File: config.mk
export PLATFORM = sky130hd
export DESIGN_NAME = aod_top
export DESIGN_NICKNAME = d
export VERILOG_FILES = /design/src/verilog/aod_pkg.sv /design/src/verilog/aod_magnitude.sv /design/src/verilog/aod_stretch.sv /design/src/verilog/aod_top.sv
export SDC_FILE = /design/constraint.sdc
export NUM_CORES = 1
export LEC_CHECK = 0
export ABC_AREA = 1
export BUFFER_PORTS_ARGS = -buffer_cell sky130_fd_sc_hd__buf_2
export CORE_MARGIN = 2
export CORE_UTILIZATION = 50
export DETAILED_ROUTE_END_ITERATION = 10
export PLACE_DENSITY = 0.7
export SYNTH_ARGS = -nofsm -noshare
export SYNTH_HDL_FRONTEND = slang
export SYNTH_SLANG_ARGS = --single-unit
File: constraint.sdc
create_clock -name core_clk_in -period 2.1 [get_ports core_clk_in]
set_input_delay 0.42 -clock core_clk_in [delete_from_list [all_inputs] [get_ports core_clk_in]]
set_output_delay 0.42 -clock core_clk_in [all_outputs]
set_load 0.02 [all_outputs]
File: src/verilog/aod_pkg.sv
package aod_pkg;
  // apb geometry
  localparam int ADDR_W = 12;
  localparam int DATA_W = 32;
  localparam int STRB_W = 4;
  // register byte addresses
  localparam logic [ADDR_W-1:0] ADDR_THRESH = 12'h000;
  localparam logic [ADDR_W-1:0] ADDR_CONFIG = 12'h004;
  localparam logic [ADDR_W-1:0] ADDR_STATUS = 12'h008;
  // field positions
  localparam int UPPER_LSB = 0;
  localparam int LOWER_LSB = 8;
  localparam int HOLD_LSB = 0;
  localparam int MODE_LSB = 8;
  localparam int FLAG_LSB = 0;
  // field widths
  localparam int THR_W = 8;
  localparam int HOLD_W = 3;
  localparam int MODE_W = 5;
  localparam int LEN_W = 4;
  localparam int NUM_FLAGS = 4;
  // values after reset
  localparam logic [THR_W-1:0] UPPER_RST = 8'hFF;
  localparam logic [THR_W-1:0] LOWER_RST = 8'hFF;
  localparam logic [HOLD_W-1:0] HOLD_RST = 3'h0;
  localparam logic [MODE_W-1:0] MODE_RST = 5'h00;
  // pin pulse length is 2^(HOLD_BASE_LOG2 + select) sampling-clock cycles
  localparam logic [LEN_W-1:0] HOLD_BASE_LOG2 = 4'h3;
  localparam logic [LEN_W-1:0] REAL_EXTRA_LOG2 = 4'h1;
  localparam int HOLD_MAX_CYCLES = 1024;
  // link modes
  localparam logic [MODE_W-1:0] MODE_REAL_DEC = 5'h09;
  localparam logic [MODE_W-1:0] MODE_CPLX_FIRST = 5'h0A;
  localparam logic [MODE_W-1:0] MODE_CPLX_LAST = 5'h10;
  localparam logic [MODE_W-1:0] MODE_CPLX_SKIP = 5'h0C;
  // flag vector order
  localparam int IDX_A_UPPER = 0;
  localparam int IDX_A_LOWER = 1;
  localparam int IDX_B_UPPER = 2;
  localparam int IDX_B_LOWER = 3;
endpackage

File: src/verilog/aod_magnitude.sv
`timescale 1ns/10ps
module aod_magnitude #(
  parameter int SAMPLE_W = 12,
  parameter int CMP_W = 8
) (
  // sample in
  input wire logic [SAMPLE_W-1:0] sample_in,
  // compared magnitude out
  output logic [CMP_W-1:0] mag_out
);
  import aod_pkg::*;

  logic [SAMPLE_W-2:0] mag_full;

  if (CMP_W > SAMPLE_W - 1) begin : g_bad_width
    $error("compared width must not exceed magnitude width");
  end

  // the most negative code has no positive twin, so it saturates
  always_comb begin
    if (!sample_in[SAMPLE_W-1]) begin
      mag_full = sample_in[SAMPLE_W-2:0];
    end else if (sample_in[SAMPLE_W-2:0] == '0) begin
      mag_full = '1;
    end else begin
      mag_full = (SAMPLE_W-1)'(~sample_in + 1'b1);
    end
  end

  assign mag_out = mag_full[SAMPLE_W-2 -: CMP_W];
endmodule

File: src/verilog/aod_stretch.sv
`timescale 1ns/10ps
module aod_stretch #(
  parameter int CNT_W = 11
) (
  // clock and reset
  input wire logic core_clk_in,
  input wire logic nrst_in,
  // event and length
  input wire logic hit_in,
  input wire logic [aod_pkg::LEN_W-1:0] len_log2_in,
  // stretched flag
  output logic flag_out
);
  import aod_pkg::*;

  logic [CNT_W-1:0] cnt;
  logic [CNT_W-1:0] next_cnt;
  logic next_flag;
  logic [CNT_W-1:0] len_m1;

  if ((1 << (CNT_W - 1)) < HOLD_MAX_CYCLES) begin : g_bad_cnt
    $error("counter too narrow for the longest pulse");
  end

  assign len_m1 = ~({CNT_W{1'b1}} << len_log2_in);

  // a new event restarts the count, so the length runs from the latest event
  always_comb begin
    next_cnt = cnt;
    next_flag = flag_out;
    if (hit_in) begin
      next_cnt = len_m1;
      next_flag = 1'b1;
    end else if (cnt != '0) begin
      next_cnt = cnt - 1'b1;
    end else begin
      next_flag = 1'b0;
    end
  end

  always_ff @(posedge core_clk_in or negedge nrst_in) begin
    if (!nrst_in) begin
      cnt <= '0;
      flag_out <= 1'b0;
    end else begin
      cnt <= next_cnt;
      flag_out <= next_flag;
    end
  end
endmodule

File: src/verilog/aod_top.sv
`timescale 1ns/10ps
module aod_top #(
  parameter int SAMPLE_W = 12,
  parameter int DEC_W = 16
) (
  // clock and reset
  input wire logic core_clk_in,
  input wire logic nrst_in,
  // apb slave
  input wire logic psel_in,
  input wire logic penable_in,
  input wire logic pwrite_in,
  input wire logic [aod_pkg::ADDR_W-1:0] paddr_in,
  input wire logic [aod_pkg::DATA_W-1:0] pwdata_in,
  input wire logic [aod_pkg::STRB_W-1:0] pstrb_in,
  output logic [aod_pkg::DATA_W-1:0] prdata_out,
  output logic pready_out,
  output logic pslverr_out,
  // converted samples, one per clock
  input wire logic [SAMPLE_W-1:0] chan_a_sample_in,
  input wire logic [SAMPLE_W-1:0] chan_b_sample_in,
  // decimated stream in
  input wire logic dec_valid_in,
  input wire logic dec_is_q_in,
  input wire logic [DEC_W-1:0] dec_a_data_in,
  input wire logic [DEC_W-1:0] dec_b_data_in,
  // decimated stream out
  output logic dec_valid_out,
  output logic [DEC_W-1:0] dec_a_data_out,
  output logic [DEC_W-1:0] dec_b_data_out,
  // overrange flag pins
  output logic chan_a_upper_flag_out,
  output logic chan_a_lower_flag_out,
  output logic chan_b_upper_flag_out,
  output logic chan_b_lower_flag_out
);
  import aod_pkg::*;

  if (SAMPLE_W != 12 || DEC_W < 2) begin : g_bad_params
    $error("sample width must be 12 and stream width at least 2");
  end

  function automatic logic is_complex(input logic [MODE_W-1:0] mode);
    return mode >= MODE_CPLX_FIRST && mode <= MODE_CPLX_LAST && mode != MODE_CPLX_SKIP;
  endfunction

  function automatic logic is_decimating(input logic [MODE_W-1:0] mode);
    return mode == MODE_REAL_DEC || is_complex(mode);
  endfunction

  logic [THR_W-1:0] upper_level_threshold;
  logic [THR_W-1:0] lower_level_threshold;
  logic [HOLD_W-1:0] hold_length_select;
  logic [MODE_W-1:0] link_mode_select;
  logic [THR_W-1:0] next_upper;
  logic [THR_W-1:0] next_lower;
  logic [HOLD_W-1:0] next_hold;
  logic [MODE_W-1:0] next_mode;
  logic wr_en;
  logic addr_ok;
  logic [THR_W-1:0] mag_a;
  logic [THR_W-1:0] mag_b;
  logic [NUM_FLAGS-1:0] hit;
  logic [NUM_FLAGS-1:0] pin_flag;
  logic [NUM_FLAGS-1:0] emb_flag;
  logic [LEN_W-1:0] pin_len;
  logic [LEN_W-1:0] emb_len;
  logic odd_sample;
  logic next_odd;
  logic next_dvalid;
  logic [DEC_W-1:0] next_a_data;
  logic [DEC_W-1:0] next_b_data;
  logic sel_a;
  logic sel_b;

  // zero wait states: every access completes in its first access cycle
  assign pready_out = 1'b1;
  assign addr_ok = paddr_in == ADDR_THRESH || paddr_in == ADDR_CONFIG ||
                   paddr_in == ADDR_STATUS;
  assign pslverr_out = psel_in && penable_in && !addr_ok;
  assign wr_en = psel_in && penable_in && pwrite_in;

  always_comb begin
    next_upper = upper_level_threshold;
    next_lower = lower_level_threshold;
    next_hold = hold_length_select;
    next_mode = link_mode_select;
    if (wr_en && paddr_in == ADDR_THRESH) begin
      if (pstrb_in[0]) begin
        next_upper = pwdata_in[UPPER_LSB +: THR_W];
      end
      if (pstrb_in[1]) begin
        next_lower = pwdata_in[LOWER_LSB +: THR_W];
      end
    end
    if (wr_en && paddr_in == ADDR_CONFIG) begin
      if (pstrb_in[0]) begin
        next_hold = pwdata_in[HOLD_LSB +: HOLD_W];
      end
      if (pstrb_in[1]) begin
        next_mode = pwdata_in[MODE_LSB +: MODE_W];
      end
    end
  end

  always_ff @(posedge core_clk_in or negedge nrst_in) begin
    if (!nrst_in) begin
      upper_level_threshold <= UPPER_RST;
      lower_level_threshold <= LOWER_RST;
      hold_length_select <= HOLD_RST;
      link_mode_select <= MODE_RST;
    end else begin
      upper_level_threshold <= next_upper;
      lower_level_threshold <= next_lower;
      hold_length_select <= next_hold;
      link_mode_select <= next_mode;
    end
  end

  // read mux is combinational so the access needs no wait state
  always_comb begin
    prdata_out = '0;
    if (psel_in && !pwrite_in) begin
      if (paddr_in == ADDR_THRESH) begin
        prdata_out[UPPER_LSB +: THR_W] = upper_level_threshold;
        prdata_out[LOWER_LSB +: THR_W] = lower_level_threshold;
      end else if (paddr_in == ADDR_CONFIG) begin
        prdata_out[HOLD_LSB +: HOLD_W] = hold_length_select;
        prdata_out[MODE_LSB +: MODE_W] = link_mode_select;
      end else if (paddr_in == ADDR_STATUS) begin
        prdata_out[FLAG_LSB +: NUM_FLAGS] = pin_flag;
      end
    end
  end

  aod_magnitude #(.SAMPLE_W(SAMPLE_W), .CMP_W(THR_W)) u_mag_a (
    .sample_in(chan_a_sample_in),
    .mag_out(mag_a)
  );

  aod_magnitude #(.SAMPLE_W(SAMPLE_W), .CMP_W(THR_W)) u_mag_b (
    .sample_in(chan_b_sample_in),
    .mag_out(mag_b)
  );

  // one threshold pair shared by both channels
  assign hit[IDX_A_UPPER] = mag_a >= upper_level_threshold;
  assign hit[IDX_A_LOWER] = mag_a >= lower_level_threshold;
  assign hit[IDX_B_UPPER] = mag_b >= upper_level_threshold;
  assign hit[IDX_B_LOWER] = mag_b >= lower_level_threshold;

  assign pin_len = HOLD_BASE_LOG2 + LEN_W'(hold_length_select);
  assign emb_len = (link_mode_select == MODE_REAL_DEC) ?
                   REAL_EXTRA_LOG2 + LEN_W'(hold_length_select) :
                   LEN_W'(hold_length_select);

  for (genvar i = 0; i < NUM_FLAGS; i++) begin : g_flag
    aod_stretch #(.CNT_W(11)) u_pin (
      .core_clk_in(core_clk_in),
      .nrst_in(nrst_in),
      .hit_in(hit[i]),
      .len_log2_in(pin_len),
      .flag_out(pin_flag[i])
    );
    aod_stretch #(.CNT_W(11)) u_emb (
      .core_clk_in(core_clk_in),
      .nrst_in(nrst_in),
      .hit_in(hit[i]),
      .len_log2_in(emb_len),
      .flag_out(emb_flag[i])
    );
  end

  assign chan_a_upper_flag_out = pin_flag[IDX_A_UPPER];
  assign chan_a_lower_flag_out = pin_flag[IDX_A_LOWER];
  assign chan_b_upper_flag_out = pin_flag[IDX_B_UPPER];
  assign chan_b_lower_flag_out = pin_flag[IDX_B_LOWER];

  // real mode alternates even and odd samples; complex mode follows the I/Q tag
  always_comb begin
    next_odd = odd_sample;
    if (dec_valid_in) begin
      next_odd = !odd_sample;
    end
    if (is_complex(link_mode_select)) begin
      sel_a = dec_is_q_in ? emb_flag[IDX_A_LOWER] : emb_flag[IDX_A_UPPER];
      sel_b = dec_is_q_in ? emb_flag[IDX_B_LOWER] : emb_flag[IDX_B_UPPER];
    end else begin
      sel_a = odd_sample ? emb_flag[IDX_A_LOWER] : emb_flag[IDX_A_UPPER];
      sel_b = odd_sample ? emb_flag[IDX_B_LOWER] : emb_flag[IDX_B_UPPER];
    end
    next_dvalid = dec_valid_in;
    next_a_data = dec_a_data_out;
    next_b_data = dec_b_data_out;
    if (dec_valid_in) begin
      next_a_data = dec_a_data_in;
      next_b_data = dec_b_data_in;
      if (is_decimating(link_mode_select)) begin
        next_a_data = {dec_a_data_in[DEC_W-1:1], sel_a};
        next_b_data = {dec_b_data_in[DEC_W-1:1], sel_b};
      end
    end
  end

  always_ff @(posedge core_clk_in or negedge nrst_in) begin
    if (!nrst_in) begin
      odd_sample <= 1'b0;
      dec_valid_out <= 1'b0;
      dec_a_data_out <= '0;
      dec_b_data_out <= '0;
    end else begin
      odd_sample <= next_odd;
      dec_valid_out <= next_dvalid;
      dec_a_data_out <= next_a_data;
      dec_b_data_out <= next_b_data;
    end
  end

  // checks
  logic emb_a_up;
  logic emb_a_lo;
  assign emb_a_up = emb_flag[IDX_A_UPPER];
  assign emb_a_lo = emb_flag[IDX_A_LOWER];
endmodule

==> impl_metrics.json <==
{
  "cts-root-buf": "clkbuf_16",
  "portBuffers": 146,
  "first_pass_iters": 5,
  "rsz0062_at_grt": "true",
  "synthMuxAreaShare_pct": 0,
  "synthFlopType": "dfrtp_1",
  "wl_per_cell_um": 14.7,
  "worst_setup_path_end_kind": "register",
  "clkTransAtPathRegs_ps": 80,
  "cts.sinks": 154,
  "via_count": 9907,
  "final_common_cell": "nand2_1",
  "start_kind": "primary input",
  "yosys_warnings": 0,
  "antenna_found_initial": 0,
  "synth_adder_area_share_pct": 5.64,
  "ir_drop_v": 0.000594,
  "cap_viol_max_count": 0,
  "grt_pass1_wl_um": 44800,
  "crit_fanout": 5,
  "dp_cells": 1875,
  "relSlewSlack_pct": 41.8,
  "grt.total_usage_pct": 25.9,
  "cts_tree": "done",
  "crit_type": "in2reg",
  "area_growth_syn_to_layout_pct": 34.5,
  "worstPathRequired_ps": 2420,
  "cts_buffers": 17,
  "drv_slew": 0,
  "fin_crit_sh_pct": 101,
  "clkLatencyLatePin_ps": 440,
  "setup_viol": 9,
  "stdcell_count": 1933,
  "final_cell_mix": "nand2_1, nor2_1, dfrtp_1",
  "coreArea_um2": 19500,
  "syn-cell-area_um2": 9980,
  "total_leakage_power_nw": 7.12,
  "powerDensity_nw_per_um2": 896,
  "hold_violations": 0,
  "grt_overflow_total": 0,
  "ant_nets": 0,
  "synth_cell_types": 38,
  "h-tree-depth": 4,
  "grt_max_degree": 47,
  "ios": 182,
  "yosys.area_share.simple_pct": 35.8,
  "outcome": "complete, but fails checks",
  "async_flop_share_pct": 100,
  "fin_crit_ps": 2130,
  "fin_nets": 1811,
  "synth.avg_cell_area_um2": 7.05,
  "clock_skew_ps": 11.4,
  "seq_area_frac_synth_pct": 38.8,
  "drt-initial-drc-count": 574,
  "start_util_pct": 51.1,
  "synth_compound_area_share_pct": 6.98,
  "grt_pass1_vias": 9355,
  "synth_top_family_by_area": "simple AND/OR/NAND/NOR gates",
  "core.rowCount": 51,
  "synth-xor-area-share_pct": 4.21,
  "synth-seq-cells": 154,
  "dpl.hpwl_um": 20800,
  "wirelength_um": 28400,
  "gp_congestion": 0.881,
  "arrival_ps": 2450,
  "violations": "negative setup slack",
  "layout-drive-gt1-share_pct": 29.0,
  "hp-class": "in2reg",
  "tightest_slew_ps": 864,
  "cts.path.max_buffers": 2,
  "setup_ws_ps": -29.5,
  "die_w_um": 145,
  "fin_hold_ws_ps": 171,
  "fmax_mhz": 470,
  "drc_errors": 0,
  "synth_edf_count": 0,
  "syn_inst": 1416,
  "viasPerCell": 5.13,
  "die_y_um": 145,
  "die-area_um2": 21100,
  "antennaDiodeCount": 0
}
## path summary, 6_finish.rpt
path,to,slack [ps],cells after the start,from
max in group asynchronous,lower_level_threshold[3],1010,3,nrst_in
min,dec_b_data_out[12],170,3,dec_b_data_in[12]
max reg2reg,g_flag[2].u_pin.cnt[4],-20,8,hold_length_select[0]
min reg2reg,dec_b_data_out[3],470,2,dec_b_data_out[3]
max,g_flag[3].u_emb.cnt[1],-30,15,chan_b_sample_in[2]
min in group asynchronous,g_flag[0].u_pin.cnt[6],470,2,nrst_in
## flip-flops by register name, summed over array words and instances, names as in the netlist
name and count:
odd_sample 1, dec_b_data_out 16, g_flag.u_pin.flag_out 4, g_flag.u_emb.cnt 44, link_mode_select 5, dec_a_data_out 16, g_flag.u_emb.flag_out 4, g_flag.u_pin.cnt 44
dec_valid_out 1, upper_level_threshold 8, lower_level_threshold 8, hold_length_select 3
## power breakdown
group	leakage, nW	internal (W)	switching [W]
combinational	5.01	0.00175	0.00241
clock	0.301	0.00163	0.00152
sequential	1.81	0.00389	0.000816
## worst max-delay path, cell delays in order
cell and delay [ps]:
buf_6 100, nor2_4 110, nand4_1 150, nor2_1 180, nand2_1 90, nand3_1 70
nand3_1 190, ha_1 350, nand2_1 70, nor2_2 140, nand2_4 130, buf_4 160
buf_4 140, nand4_1 70, nand3_1 80
## metal layers
metal / vias to the layer above / part of all wire [%] / global-route usage, %
met5: - / 0 / 0
met3: 47 / 5.2 / 4.37
met2: 277 / 49 / 43.5
met1: 4632 / 44 / 34.3
met4: 0 / 2.2 / 7.75
li1: 4951 / - / -
## cells by family after synthesis
logic type      after synthesis
simple gates                838
buf+inv                     196
flops                       154
compound gates              133
xor+xnor                     48
fa+ha+maj                    45
other cells                   2
## cell usage after synthesis, types with 4 or more instances
cell type	number	area (um2)
a21oi_1	65	325
nand3_1	106	531
buf_2	11	55.1
ha_1	45	563
xor2_1	35	307
dfrtp_1	138	3450
inv_1	146	548
nand2_1	462	1730
nand2_2	10	62.6
o21ai_0	53	265
nand3b_1	7	52.6
xnor2_1	13	114
dfstp_2	16	420
nor2_1	184	691
nor3_1	19	95.1
nor2_4	6	67.6
o21a_1	4	30.0
buf_4	20	150
nand4_1	27	169
clkbuf_1	13	48.8
## timing repair
action                                 CTS  global route
setup buffers                            5            12
hold buffers                             1             0
pin swaps                                6            64
resized for setup                       25           160
setup endpoints to repair               89           111
endpoints found under the hold margin   28             0
gates cloned                             0             8
## metrics by stage
step	utilization, %	instance area [um2]	setup TNS, ps	power [W]	setup slack (ps)
CTS	64.4	12600	0	0.0118	1.14
global placement	60.5	11800	-42690	0.00844	-532
finish	68.7	13400	-156	0.0120	-29.5
detailed placement	60.5	11800	-48470	0.00857	-594
floorplan	-	10500	-13160	0.00755	-201
global route	68.7	13400	-7990	0.0129	-146
## cell type report
type                       count  area [um2]
inverter                     149         606
sequential                   154        3870
tap                          265         332
fill                        1659        6110
clock inverter                15         191
clock buffer                  17         425
timing repair buffer         251        1860
multi-input combinational   1082        6130
Power figures use the tool's default switching activity.
